===== src/hw/ic_pkg.sv =====
// interrupt controller constants: register map, fields, vectors
// assumes a 32-bit classic wishbone slave, one word per register
package ic_pkg;
   // ==========================================================
   // register byte offsets
   localparam logic [7:0] OFF_GCTRL = 8'h00;
   localparam logic [7:0] OFF_EXT   = 8'h04;
   localparam logic [7:0] OFF_CONV  = 8'h08;
   localparam logic [7:0] OFF_GRP   = 8'h0c;
   localparam logic [7:0] OFF_MF0   = 8'h10; // group g at OFF_MF0 + 4*g
   // ==========================================================
   // field positions
   localparam int GC_GIE_BIT    = 0;
   localparam int GC_LAST_LSB   = 8;
   localparam int EXT_FLAG_LSB  = 0;
   localparam int EXT_EN_LSB    = 4;
   localparam int EXT_EDGE_LSB  = 8;
   localparam int EXT_PULL_LSB  = 16;
   localparam int CONV_FLAG_BIT = 0;
   localparam int CONV_EN_BIT   = 1;
   localparam int GRP_FLAG_LSB  = 0;
   localparam int GRP_EN_LSB    = 16;
   localparam int MF_FLAG_LSB   = 4;
   localparam int MF_EN_LSB     = 0;
   // ==========================================================
   // sizes, implemented member slots per group (group 9 top nibble)
   localparam int N_EXT = 4;
   localparam int N_GRP = 10;
   localparam int N_MEM = 4;
   localparam int N_SRC = 15;
   localparam logic [39:0] MF_IMPL = 40'h77373fb3ff;
   // ==========================================================
   // reset values
   localparam logic [31:0] RST_ZERO = 32'h0000_0000;
   // ==========================================================
   // vectors: source index i jumps to VEC_BASE + VEC_STEP*i
   localparam logic [12:0] VEC_BASE = 13'h0004;
   localparam logic [12:0] VEC_STEP = 13'h0004;
   // ==========================================================
   // edge select encoding
   typedef enum logic [1:0] {
      IC_EDGE_OFF  = 2'b00,
      IC_EDGE_RISE = 2'b01,
      IC_EDGE_FALL = 2'b10,
      IC_EDGE_BOTH = 2'b11
   } ic_edge_t;
endpackage


===== src/hw/ic_top.sv =====
// interrupt controller: flags, enables, vectoring, wake-up
// assumes a core on clk_sys giving instruction boundaries and
// stack-full status, peripherals giving one-cycle event pulses
//
// Decided for this implementation: the register offsets and the Wishbone interface to the registers.
`timescale 1ns/100ps
module ic_top #(
   parameter int PC_W = 13
) (
   input  wire logic              clk_sys,
   input  wire logic              rst_n,
   input  wire logic              ce,
   // wishbone slave
   input  wire logic              wb_cyc_i,
   input  wire logic              wb_stb_i,
   input  wire logic              wb_we_i,
   input  wire logic [7:0]        wb_adr_i,
   input  wire logic [3:0]        wb_sel_i,
   input  wire logic [31:0]       wb_dat_i,
   output logic      [31:0]       wb_dat_o,
   output logic                   wb_ack_o,
   // sources
   input  wire logic [3:0]        ext_irq_pins,
   input  wire logic [3:0]        pin_fn_int,
   input  wire logic [3:0]        pin_dir_in,
   input  wire logic              conv_done_evt,
   input  wire logic [39:0]       grp_src_evt,
   // core
   input  wire logic              core_boundary,
   input  wire logic [PC_W-1:0]   core_next_pc,
   input  wire logic              core_stack_full,
   input  wire logic              core_ret,
   input  wire logic              core_sleep,
   output logic                   irq_take_q,
   output logic      [PC_W-1:0]   irq_vector_q,
   output logic      [PC_W-1:0]   irq_push_pc_q,
   output logic                   irq_pop_q,
   output logic                   wake_q,
   output logic      [3:0]        pull_high_q
);
   localparam int NE = ic_pkg::N_EXT;
   localparam int NG = ic_pkg::N_GRP;
   localparam int NM = ic_pkg::N_MEM;
   localparam int NS = ic_pkg::N_SRC;

   initial begin
      if (PC_W < 13) $error("ic_top: PC_W too narrow for vectors");
   end

   // ==========================================================
   // state
   logic                global_irq_enable_q;
   logic [NE-1:0]       ext_irq_flags_q;
   logic [NE-1:0]       ext_irq_enables_q;
   logic [2*NE-1:0]     ext_edge_select_reg_q;
   logic                conv_done_flag_q;
   logic                conv_done_enable_q;
   logic [NG-1:0]       group_request_flag_q;
   logic [NG-1:0]       group_enable_q;
   logic [NM-1:0]       mf_flag_q [NG];
   logic [NM-1:0]       mf_en_q   [NG];
   logic [NM-1:0]       mf_act_q  [NG];
   logic [3:0]          last_src_q;

   // ==========================================================
   // bus decode helpers
   function automatic logic [31:0] byte_mask(input logic [3:0] sel);
      logic [31:0] m;
      m = '0;
      for (int b = 0; b < 4; b++) begin
         m[8*b +: 8] = {8{sel[b]}};
      end
      return m;
   endfunction

   function automatic logic hit(input logic [7:0] adr, input logic [7:0] off);
      return adr[7:2] == off[7:2];
   endfunction

   logic        wr_go;
   logic [31:0] wmask;
   logic [31:0] wdat;
   // write lands on the edge where the master sees ack
   assign wr_go = wb_cyc_i & wb_stb_i & wb_we_i & wb_ack_o;
   assign wmask = byte_mask(wb_sel_i);
   assign wdat  = wb_dat_i & wmask;

   logic wr_gc, wr_ext, wr_conv, wr_grp;
   assign wr_gc   = wr_go & hit(wb_adr_i, ic_pkg::OFF_GCTRL);
   assign wr_ext  = wr_go & hit(wb_adr_i, ic_pkg::OFF_EXT);
   assign wr_conv = wr_go & hit(wb_adr_i, ic_pkg::OFF_CONV);
   assign wr_grp  = wr_go & hit(wb_adr_i, ic_pkg::OFF_GRP);

   // ==========================================================
   // external pins
   logic [NE-1:0] ext_set;
   genvar gi;
   generate
      for (gi = 0; gi < NE; gi++) begin : g_pin
         ic_pin_edge u_edge (
            .clk_sys  (clk_sys),
            .rst_n    (rst_n),
            .ce       (ce),
            .pin      (ext_irq_pins[gi]),
            .arm      (ext_irq_enables_q[gi] & pin_fn_int[gi] & pin_dir_in[gi]),
            .edge_sel (ext_edge_select_reg_q[2*gi +: 2]),
            .evt      (ext_set[gi])
         );
      end
   endgenerate

   // ==========================================================
   // priority and take decision
   logic [NS-1:0] pend;
   logic [NS-1:0] win_oh;
   logic [3:0]    win_idx;
   logic          win_vld;
   logic          take;
   logic [NS-1:0] svc_clr;

   // a flag with its enable low is held but never pending
   assign pend = {group_request_flag_q & group_enable_q,
                  conv_done_flag_q & conv_done_enable_q,
                  ext_irq_flags_q & ext_irq_enables_q};

   ic_prio #(.N(NS)) u_prio (
      .pend   (pend),
      .valid  (win_vld),
      .idx    (win_idx),
      .onehot (win_oh)
   );

   // no take back to back: gie is cleared by the first one anyway
   assign take = ce & win_vld & global_irq_enable_q
               & ~core_stack_full
               & core_boundary & ~irq_take_q;
   assign svc_clr = take ? win_oh : '0;

   // ==========================================================
   // global enable: software sets, service clears, set wins
   always_ff @(posedge clk_sys or negedge rst_n) begin
      if (!rst_n) begin
         global_irq_enable_q <= 1'b0;
      end else if (ce) begin
         if (wr_gc & wmask[ic_pkg::GC_GIE_BIT]) begin
            global_irq_enable_q <= wdat[ic_pkg::GC_GIE_BIT];
         end else if (take) begin
            global_irq_enable_q <= 1'b0;
         end
      end
   end

   // ==========================================================
   // external flags, enables, edge select, pull-high selection
   always_ff @(posedge clk_sys or negedge rst_n) begin
      if (!rst_n) begin
         ext_irq_flags_q       <= '0;
         ext_irq_enables_q     <= '0;
         ext_edge_select_reg_q <= '0;
         pull_high_q           <= '0;
      end else if (ce) begin
         if (wr_ext) begin
            ext_irq_enables_q <= (ext_irq_enables_q & ~wmask[ic_pkg::EXT_EN_LSB +: NE])
                               | wdat[ic_pkg::EXT_EN_LSB +: NE];
            ext_edge_select_reg_q <= (ext_edge_select_reg_q & ~wmask[ic_pkg::EXT_EDGE_LSB +: 2*NE])
                                   | wdat[ic_pkg::EXT_EDGE_LSB +: 2*NE];
            // pull-high stays whatever software chose, pin mode aside
            pull_high_q <= (pull_high_q & ~wmask[ic_pkg::EXT_PULL_LSB +: NE])
                         | wdat[ic_pkg::EXT_PULL_LSB +: NE];
            ext_irq_flags_q <= (((ext_irq_flags_q & ~wmask[ic_pkg::EXT_FLAG_LSB +: NE])
                              | wdat[ic_pkg::EXT_FLAG_LSB +: NE]) & ~svc_clr[NE-1:0])
                              | ext_set;
         end else begin
            // events latch even while gie is low
            ext_irq_flags_q <= (ext_irq_flags_q & ~svc_clr[NE-1:0]) | ext_set;
         end
      end
   end

   // ==========================================================
   // converter-done flag and enable
   always_ff @(posedge clk_sys or negedge rst_n) begin
      if (!rst_n) begin
         conv_done_flag_q   <= 1'b0;
         conv_done_enable_q <= 1'b0;
      end else if (ce) begin
         if (wr_conv & wmask[ic_pkg::CONV_EN_BIT]) begin
            conv_done_enable_q <= wdat[ic_pkg::CONV_EN_BIT];
         end
         if (conv_done_evt) begin
            conv_done_flag_q <= 1'b1;
         end else if (wr_conv & wmask[ic_pkg::CONV_FLAG_BIT]) begin
            conv_done_flag_q <= wdat[ic_pkg::CONV_FLAG_BIT];
         end else if (svc_clr[NE]) begin
            conv_done_flag_q <= 1'b0;
         end
      end
   end

   // ==========================================================
   // group member flags and enables, one 32-bit word per group
   logic [NG-1:0] grp_set;
   logic [NG-1:0] mf_rise;
   generate
      for (gi = 0; gi < NG; gi++) begin : g_grp
         localparam logic [3:0] IMPL = ic_pkg::MF_IMPL[4*gi +: 4];
         logic [7:0] off;
         logic       wr_mf;
         logic [3:0] set_m;
         logic [3:0] act;
         assign off   = ic_pkg::OFF_MF0 + 8'(4 * gi);
         assign wr_mf = wr_go & hit(wb_adr_i, off);
         // timer A/P matches arrive as member events
         assign set_m = grp_src_evt[4*gi +: 4] & IMPL;
         // source counts toward the group only with its own enable
         assign act   = mf_flag_q[gi] & mf_en_q[gi];
         assign grp_set[gi] = |(act & ~mf_act_q[gi]);
         assign mf_rise[gi] = |(set_m & ~mf_flag_q[gi]);

         // unimplemented slots never store, so they read zero
         always_ff @(posedge clk_sys or negedge rst_n) begin
            if (!rst_n) begin
               mf_flag_q[gi] <= '0;
               mf_en_q[gi]   <= '0;
               mf_act_q[gi]  <= '0;
            end else if (ce) begin
               mf_act_q[gi] <= act;
               if (wr_mf) begin
                  mf_en_q[gi] <= ((mf_en_q[gi] & ~wmask[ic_pkg::MF_EN_LSB +: 4])
                               | wdat[ic_pkg::MF_EN_LSB +: 4]) & IMPL;
                  mf_flag_q[gi] <= (((mf_flag_q[gi] & ~wmask[ic_pkg::MF_FLAG_LSB +: 4])
                                 | wdat[ic_pkg::MF_FLAG_LSB +: 4]) & IMPL) | set_m;
               end else begin
                  // service leaves member flags alone
                  mf_flag_q[gi] <= mf_flag_q[gi] | set_m;
               end
            end
         end
      end
   endgenerate

   // ==========================================================
   // group request flags and group enables
   always_ff @(posedge clk_sys or negedge rst_n) begin
      if (!rst_n) begin
         group_request_flag_q <= '0;
         group_enable_q       <= '0;
      end else if (ce) begin
         if (wr_grp) begin
            group_enable_q <= (group_enable_q & ~wmask[ic_pkg::GRP_EN_LSB +: NG])
                            | wdat[ic_pkg::GRP_EN_LSB +: NG];
            group_request_flag_q <= (((group_request_flag_q & ~wmask[ic_pkg::GRP_FLAG_LSB +: NG])
                                   | wdat[ic_pkg::GRP_FLAG_LSB +: NG]) & ~svc_clr[NS-1:NE+1])
                                   | grp_set;
         end else begin
            // only the group flag clears on service
            group_request_flag_q <= (group_request_flag_q & ~svc_clr[NS-1:NE+1]) | grp_set;
         end
      end
   end

   // ==========================================================
   // core side: vector, push, pop
   always_ff @(posedge clk_sys or negedge rst_n) begin
      if (!rst_n) begin
         irq_take_q    <= 1'b0;
         irq_vector_q  <= '0;
         irq_push_pc_q <= '0;
         last_src_q    <= '0;
      end else if (ce) begin
         irq_take_q <= take;
         if (take) begin
            // next pc goes to the stack, vector goes to the pc
            irq_push_pc_q <= core_next_pc;
            irq_vector_q  <= PC_W'(ic_pkg::VEC_BASE + ic_pkg::VEC_STEP * 13'(win_idx));
            last_src_q    <= win_idx;
         end
      end
   end

   // return pops the saved pc; the core owns the stack itself
   always_ff @(posedge clk_sys or negedge rst_n) begin
      if (!rst_n) begin
         irq_pop_q <= 1'b0;
      end else if (ce) begin
         irq_pop_q <= core_ret;
      end
   end

   // ==========================================================
   // wake: only a flag going 0->1; a flag preset by software
   // before sleep cannot rise again, so it does not wake
   always_ff @(posedge clk_sys or negedge rst_n) begin
      if (!rst_n) begin
         wake_q <= 1'b0;
      end else if (ce) begin
         wake_q <= core_sleep & (|(ext_set & ~ext_irq_flags_q)
                 | (conv_done_evt & ~conv_done_flag_q)
                 | |(grp_set & ~group_request_flag_q)
                 | |mf_rise);
      end
   end

   // ==========================================================
   // read mux and ack; unmapped reads return zero
   logic [31:0] rdat;
   always_comb begin
      rdat = ic_pkg::RST_ZERO;
      if (hit(wb_adr_i, ic_pkg::OFF_GCTRL)) begin
         rdat[ic_pkg::GC_GIE_BIT] = global_irq_enable_q;
         rdat[ic_pkg::GC_LAST_LSB +: 4] = last_src_q;
      end else if (hit(wb_adr_i, ic_pkg::OFF_EXT)) begin
         rdat[ic_pkg::EXT_FLAG_LSB +: NE]   = ext_irq_flags_q;
         rdat[ic_pkg::EXT_EN_LSB +: NE]     = ext_irq_enables_q;
         rdat[ic_pkg::EXT_EDGE_LSB +: 2*NE] = ext_edge_select_reg_q;
         rdat[ic_pkg::EXT_PULL_LSB +: NE]   = pull_high_q;
      end else if (hit(wb_adr_i, ic_pkg::OFF_CONV)) begin
         rdat[ic_pkg::CONV_FLAG_BIT] = conv_done_flag_q;
         rdat[ic_pkg::CONV_EN_BIT]   = conv_done_enable_q;
      end else if (hit(wb_adr_i, ic_pkg::OFF_GRP)) begin
         rdat[ic_pkg::GRP_FLAG_LSB +: NG] = group_request_flag_q;
         rdat[ic_pkg::GRP_EN_LSB +: NG]   = group_enable_q;
      end else begin
         for (int g = 0; g < NG; g++) begin
            if (hit(wb_adr_i, ic_pkg::OFF_MF0 + 8'(4 * g))) begin
               rdat[ic_pkg::MF_FLAG_LSB +: 4] = mf_flag_q[g];
               rdat[ic_pkg::MF_EN_LSB +: 4]   = mf_en_q[g];
            end
         end
      end
   end

   // one wait state; ack drops the cycle after it rose
   always_ff @(posedge clk_sys or negedge rst_n) begin
      if (!rst_n) begin
         wb_ack_o <= 1'b0;
         wb_dat_o <= '0;
      end else if (ce) begin
         wb_ack_o <= wb_cyc_i & wb_stb_i & ~wb_ack_o;
         wb_dat_o <= (wb_cyc_i & wb_stb_i & ~wb_ack_o & ~wb_we_i) ? rdat : ic_pkg::RST_ZERO;
      end
   end
endmodule // ic_top


===== src/hw/ic_pin_edge.sv =====
// one external interrupt pin: synchroniser and edge detector
// assumes pin is asynchronous to clk_sys
`timescale 1ns/100ps
module ic_pin_edge (
   input  wire logic       clk_sys,
   input  wire logic       rst_n,
   input  wire logic       ce,
   input  wire logic       pin,
   input  wire logic       arm,
   input  wire logic [1:0] edge_sel,
   output logic            evt
);
   logic s1_q, s2_q, s3_q;
   ic_pkg::ic_edge_t sel;
   // ==========================================================
   // two-flop sync, third flop for edge compare
   always_ff @(posedge clk_sys or negedge rst_n) begin
      if (!rst_n) begin
         s1_q <= 1'b0;
         s2_q <= 1'b0;
         s3_q <= 1'b0;
      end else if (ce) begin
         s1_q <= pin;
         s2_q <= s1_q;
         s3_q <= s2_q;
      end
   end
   // ==========================================================
   // edge choice; off kills the input entirely
   always_comb begin
      sel = ic_pkg::ic_edge_t'(edge_sel);
      unique case (sel)
         ic_pkg::IC_EDGE_OFF:  evt = 1'b0;
         ic_pkg::IC_EDGE_RISE: evt = arm & s2_q & ~s3_q;
         ic_pkg::IC_EDGE_FALL: evt = arm & ~s2_q & s3_q;
         ic_pkg::IC_EDGE_BOTH: evt = arm & (s2_q ^ s3_q);
      endcase
   end
endmodule // ic_pin_edge


===== src/hw/ic_prio.sv =====
// fixed priority pick: lowest index wins
// assumes pending vector from the same clock
`timescale 1ns/100ps
module ic_prio #(
   parameter int N = 15
) (
   input  wire logic [N-1:0]         pend,
   output logic                      valid,
   output logic [$clog2(N)-1:0]      idx,
   output logic [N-1:0]              onehot
);
   initial begin
      if (N < 2) $error("ic_prio: N must be at least 2");
   end
   // ==========================================================
   // scan from the top so index 0 overrides last
   always_comb begin
      valid  = 1'b0;
      idx    = '0;
      onehot = '0;
      for (int i = N - 1; i >= 0; i--) begin
         if (pend[i]) begin
            valid  = 1'b1;
            idx    = ($clog2(N))'(i);
            onehot = '0;
            onehot[i] = 1'b1;
         end
      end
   end
endmodule // ic_prio


===== config.mk =====
export PLATFORM = sky130hd
export DESIGN_NAME = ic_top
export DESIGN_NICKNAME = d
export VERILOG_FILES = /design/src/hw/ic_pkg.sv /design/src/hw/ic_top.sv /design/src/hw/ic_pin_edge.sv /design/src/hw/ic_prio.sv
export SDC_FILE = /design/constraint.sdc
export NUM_CORES = 1
export LEC_CHECK = 0
export BUFFER_PORTS_ARGS = -buffer_cell sky130_fd_sc_hd__clkbuf_2
export CORE_MARGIN = 4
export CORE_UTILIZATION = 35
export DETAILED_ROUTE_END_ITERATION = 8
export PLACE_DENSITY = 0.55
export SYNTH_ARGS = -nofsm -noshare
export SYNTH_HDL_FRONTEND = slang
export SYNTH_SLANG_ARGS = --single-unit
export TNS_END_PERCENT = 50

===== constraint.sdc =====
create_clock -name clk_sys -period 1.7 [get_ports clk_sys]
set_input_delay 0 -clock clk_sys [delete_from_list [all_inputs] [get_ports clk_sys]]
set_output_delay 0 -clock clk_sys [all_outputs]
set_load 0.03 [all_outputs]

==> run_summary.xml <==
<?xml version="1.0" encoding="UTF-8"?>
<metrics>
  <group name="outcome">
    <metric name="run_status" unit="">finished with violations</metric>
    <metric name="failed_checks" unit="">setup timing</metric>
  </group>
  <group name="die">
    <metric name="die_h" unit="um">179</metric>
    <metric name="std_cell_rows" unit="">62</metric>
    <metric name="ios" unit="">186</metric>
    <metric name="effective_utilization_at_floorplan" unit="%">35.5</metric>
    <metric name="die_area" unit="um2">31900</metric>
    <metric name="floorplan.die.width" unit="um">179</metric>
    <metric name="design.core.area" unit="um2">28700</metric>
  </group>
  <group name="critical_path">
    <metric name="critical_path.top_delay_family" unit="">compound AO/OA/AOI/OAI gates</metric>
    <metric name="cp.buffers_inverters" unit="">1</metric>
    <metric name="crit_type" unit="">flip-flop to flip-flop</metric>
    <metric name="worst_ep_required_time" unit="ns">2.04</metric>
    <metric name="crit_fanout" unit="">5</metric>
    <metric name="cp-end-kind" unit="">flip-flop</metric>
    <metric name="crit_chain" unit="">and3b_2 &gt; o41ai_4 &gt; o2111ai_2 &gt; nor4_4 &gt; buf_4 &gt; a31oi_1</metric>
    <metric name="start_kind" unit="">flip-flop</metric>
    <metric name="worst_ep_arrival_time" unit="ns">2.36</metric>
    <metric name="slowest_delay" unit="ns">0.47</metric>
    <metric name="critPathSlowestCell" unit="">o41ai_4</metric>
  </group>
  <group name="sta">
    <metric name="grt_setup_unrepaired" unit="">yes</metric>
    <metric name="max_slew_margin" unit="%">34.5</metric>
    <metric name="fin_skew" unit="ns">0.0139</metric>
    <metric name="slew_viol_final" unit="">0</metric>
    <metric name="fin_hold_ws" unit="ns">0.00457</metric>
    <metric name="final_worst_path_cycle_share" unit="%">119</metric>
    <metric name="final-hold-violation-count" unit="">0</metric>
    <metric name="layout_min_cycle_time" unit="ns">2.02</metric>
    <metric name="finalWorstSetupSlack" unit="ns">-0.322</metric>
    <metric name="max_freq" unit="MHz">495</metric>
    <metric name="tightest_slew" unit="ns">0.982</metric>
    <metric name="setup_viol" unit="">42</metric>
  </group>
  <group name="clocking">
    <metric name="clk_latency" unit="ns">0.45</metric>
    <metric name="cts-htree-levels" unit="">4</metric>
    <metric name="number_of_buffers_created_by_cts" unit="">17</metric>
    <metric name="worst_setup_hold_path_clk_slew" unit="ns">0.08</metric>
    <metric name="cts.sink_count" unit="">197</metric>
    <metric name="ctsRootBufferMaster" unit="">clkbuf_16</metric>
    <metric name="cts_tree" unit="">yes</metric>
    <metric name="cts-root-to-sink-buffers" unit="">2</metric>
  </group>
  <group name="route">
    <metric name="routed-via-count" unit="">10000</metric>
    <metric name="totalWireLength" unit="mm">39.3</metric>
    <metric name="routed_wire_length_per_instance" unit="um">21.2</metric>
    <metric name="routed_via_density" unit="">5.42</metric>
    <metric name="drt_pre_antenna_iters" unit="">6</metric>
    <metric name="detail-route-antenna-nets" unit="">0</metric>
    <metric name="drt-initial-drc-count" unit="">798</metric>
    <metric name="drc_errors" unit="">0</metric>
  </group>
  <group name="logic_synthesis">
    <metric name="yosys_warnings" unit="">0</metric>
    <metric name="synth_ff_type" unit="">dfrtp_1</metric>
    <metric name="synthesis.area_per_instance" unit="um2">10.1</metric>
    <metric name="number_of_enable_type_register_cells_in_the_synthesized_netlist" unit="">0</metric>
    <metric name="ys_seq_area_share" unit="%">48.4</metric>
    <metric name="yosys_register_bits" unit="">197</metric>
    <metric name="synthesis.area" unit="um2">10200</metric>
    <metric name="count_of_unique_library_cells_instantiated_by_yosys" unit="">78</metric>
    <metric name="synthArstFlopShare" unit="%">100</metric>
    <metric name="netlist_instances" unit="">1006</metric>
  </group>
  <group name="power">
    <metric name="leakage" unit="nW">7.15</metric>
    <metric name="report.power.total" unit="mW">10.4</metric>
    <metric name="power_density" unit="nW/um2">690</metric>
    <metric name="power.ir.vdd_worst" unit="uV">608</metric>
  </group>
  <group name="global_routing">
    <metric name="grt_use_total" unit="%">24.5</metric>
    <metric name="antenna_violations_before_repair" unit="">1</metric>
    <metric name="grt_start_max_net_pins" unit="">87</metric>
    <metric name="grt.overflow.total" unit="">0</metric>
    <metric name="grt_first_pass_wirelength" unit="mm">59.4</metric>
    <metric name="first_global_vias" unit="">9871</metric>
  </group>
  <group name="final_layout">
    <metric name="finalCoreUtilization" unit="%">52.7</metric>
    <metric name="fillers" unit="">2634</metric>
    <metric name="antenna_cells_inserted" unit="">0</metric>
    <metric name="layout-drive-gt1-share" unit="%">40.6</metric>
    <metric name="area_growth_syn_to_layout" unit="%">48.3</metric>
    <metric name="nNetsFinal" unit="">1577</metric>
  </group>
  <group name="placement">
    <metric name="dp_slack" unit="ns">-0.900</metric>
    <metric name="place_congestion" unit="">0.953</metric>
    <metric name="hpwl" unit="mm">29.0</metric>
    <metric name="io_buffers" unit="">153</metric>
  </group>
  <group name="min_path">
    <metric name="type_of_the_worst_min_delay_path" unit="">input pin to flip-flop</metric>
  </group>
  <group name="run">
    <metric name="cap_viol_max_count" unit="">0</metric>
  </group>
</metrics>
## repair_timing
item	in CTS	in global routing
hold buffers	78	0
buffers inserted	8	6
endpoints found under the setup margin	53	59
gates cloned	0	2
hold endpoints to repair	283	0
pin swaps	18	29
resized for setup	52	43
## cells in the mapped netlist, types with 4 or more instances
cell type  count  share of area, %
dfrtp_1      197                48
a22oi_1       23               1.7
o21ai_1        4              0.20
nor2b_1       28               1.7
nor2_2         4              0.25
o21ai_0       74               3.6
a31oi_1       21               1.3
mux2i_1        5              0.49
or3_1          4              0.25
and2_1         9              0.55
o22ai_1       14              0.86
o21bai_1       7              0.52
a21oi_1       29               1.4
buf_1          8              0.29
buf_4         20               1.5
nor4_1         7              0.43
buf_2          9              0.44
buf_6          4              0.44
a22o_1        27               2.3
a2111oi_0      9              0.77
nor3_1        15              0.74
and3b_1       14               1.2
a221o_1        6              0.59
o22a_1         6              0.52
nand3_1       33               1.6
o2bb2ai_1      9              0.77
clkbuf_1      18              0.66
nand2_1      138               5.1
nor2_1        32               1.2
nand3b_1       9              0.66
a21o_1         5              0.37
nand4_1       12              0.74
mux2_2        78               8.6
inv_1         46               1.7
o211ai_1       7              0.52
mux4_2         4              0.88
and3_1         5              0.31
## kinds of logic after synthesis
group / share of synthesized area, %
compound gates: 18.4
buf+inv: 5.01
xor+xnor: 0.0859
flops: 48.4
fa+ha+maj: 0.123
simple gates: 18.0
mux: 9.99
other cells: 0.0368
## per-layer routing
| metal | GRT usage [%] | wire length, um |
|---|---|---|
| met1 | 35.6 | 17600 |
| met2 | 38.8 | 18500 |
| met3 | 2.74 | 2230 |
| met4 | 7.32 | 1000 |
| met5 | 0 | 13 |
## through the flow
step | instance area, um2 | cells | TNS (ns)
global placement | 13200 | 1729 | -11.44
floorplan | 10400 | 1019 | -1.30
global route | 15100 | 1853 | -9.27
CTS | 14900 | 1846 | -5.91
detailed placement | 13200 | 1729 | -11.78
finish | 15100 | 1853 | -7.31
## power by group
group | internal (mW) | total (mW) | switching (mW) | leakage [nW]
Combinational | 0.591 | 1.31 | 0.717 | 4.35
Sequential | 4.78 | 4.84 | 0.0635 | 2.50
Clock | 2.04 | 4.28 | 2.24 | 0.301
Total | 7.40 | 10.4 | 3.02 | 7.15
## state kept, by name (all words and copies together) (netlist names), 8 cells and up
| register | flops |
|---|---|
| mf_act_q | 30 |
| mf_en_q | 30 |
| mf_flag_q | 30 |
| wb_dat_o | 26 |
| irq_push_pc_q | 13 |
| group_enable_q | 10 |
| group_request_flag_q | 10 |
| ext_edge_select_reg_q | 8 |
## tightest hold or removal path: cells and delay by family
| kind | cells | cell delay, ns |
|---|---|---|
| AO/OA/AOI/OAI | 2 | 0.19 |
| buffers and inverters | 2 | 0.22 |
## path summary, 6_finish.rpt
path / startpoint / end / slack [ns] / depth (start not counted)
worst max-delay path: mf_flag_q[37] / wake_q / -0.32 / 6
worst min-delay path: grp_src_evt[25] / mf_flag_q[13] / 0.005 / 4
worst max register to register: mf_flag_q[37] / wake_q / -0.32 / 6
worst min register to register: wb_dat_o[7] / wb_dat_o[7] / 0.48 / 1
max in group asynchronous: rst_n / mf_flag_q[9] / 0.95 / 3
min in group asynchronous: rst_n / irq_push_pc_q[11] / 0.09 / 2
## area by class of cell
class | count | area (um2) | area share, %
Clock buffer | 17 | 425 | 2.81
Clock inverter | 15 | 198 | 1.31
Inverter | 46 | 173 | 1.14
Timing Repair Buffer | 477 | 3650 | 24.2
Multi-Input combinational cell | 717 | 5250 | 34.8
Sequential cell | 197 | 4930 | 32.6
Tap cell | 384 | 480 | 3.18
## placed cells by master, fill, tap and decap left out, types with 7 or more instances in the layout
cell           count
a22o_1            24
nor4_4             7
nor2b_1           28
buf_6              8
o21ai_0           64
nand4_1           12
mux2_2            62
nor2_2             7
nor3_1            13
a21oi_1           26
a31oi_1           21
o2bb2ai_1          8
nand2_1          132
inv_1             45
buf_4            222
clkbuf_2         151
o21ai_1           11
nand3_1           33
nor2_1            25
dlygate4sd3_1     78
nand3b_1           9
buf_12            14
clkbuf_16         19
a22oi_1           20
dfrtp_1          194
conb_1            14
mux2_4            16
and3b_1           13
o22ai_1           14
o21bai_1           7
o211ai_1           7
(Power assumes the default switching activity.)
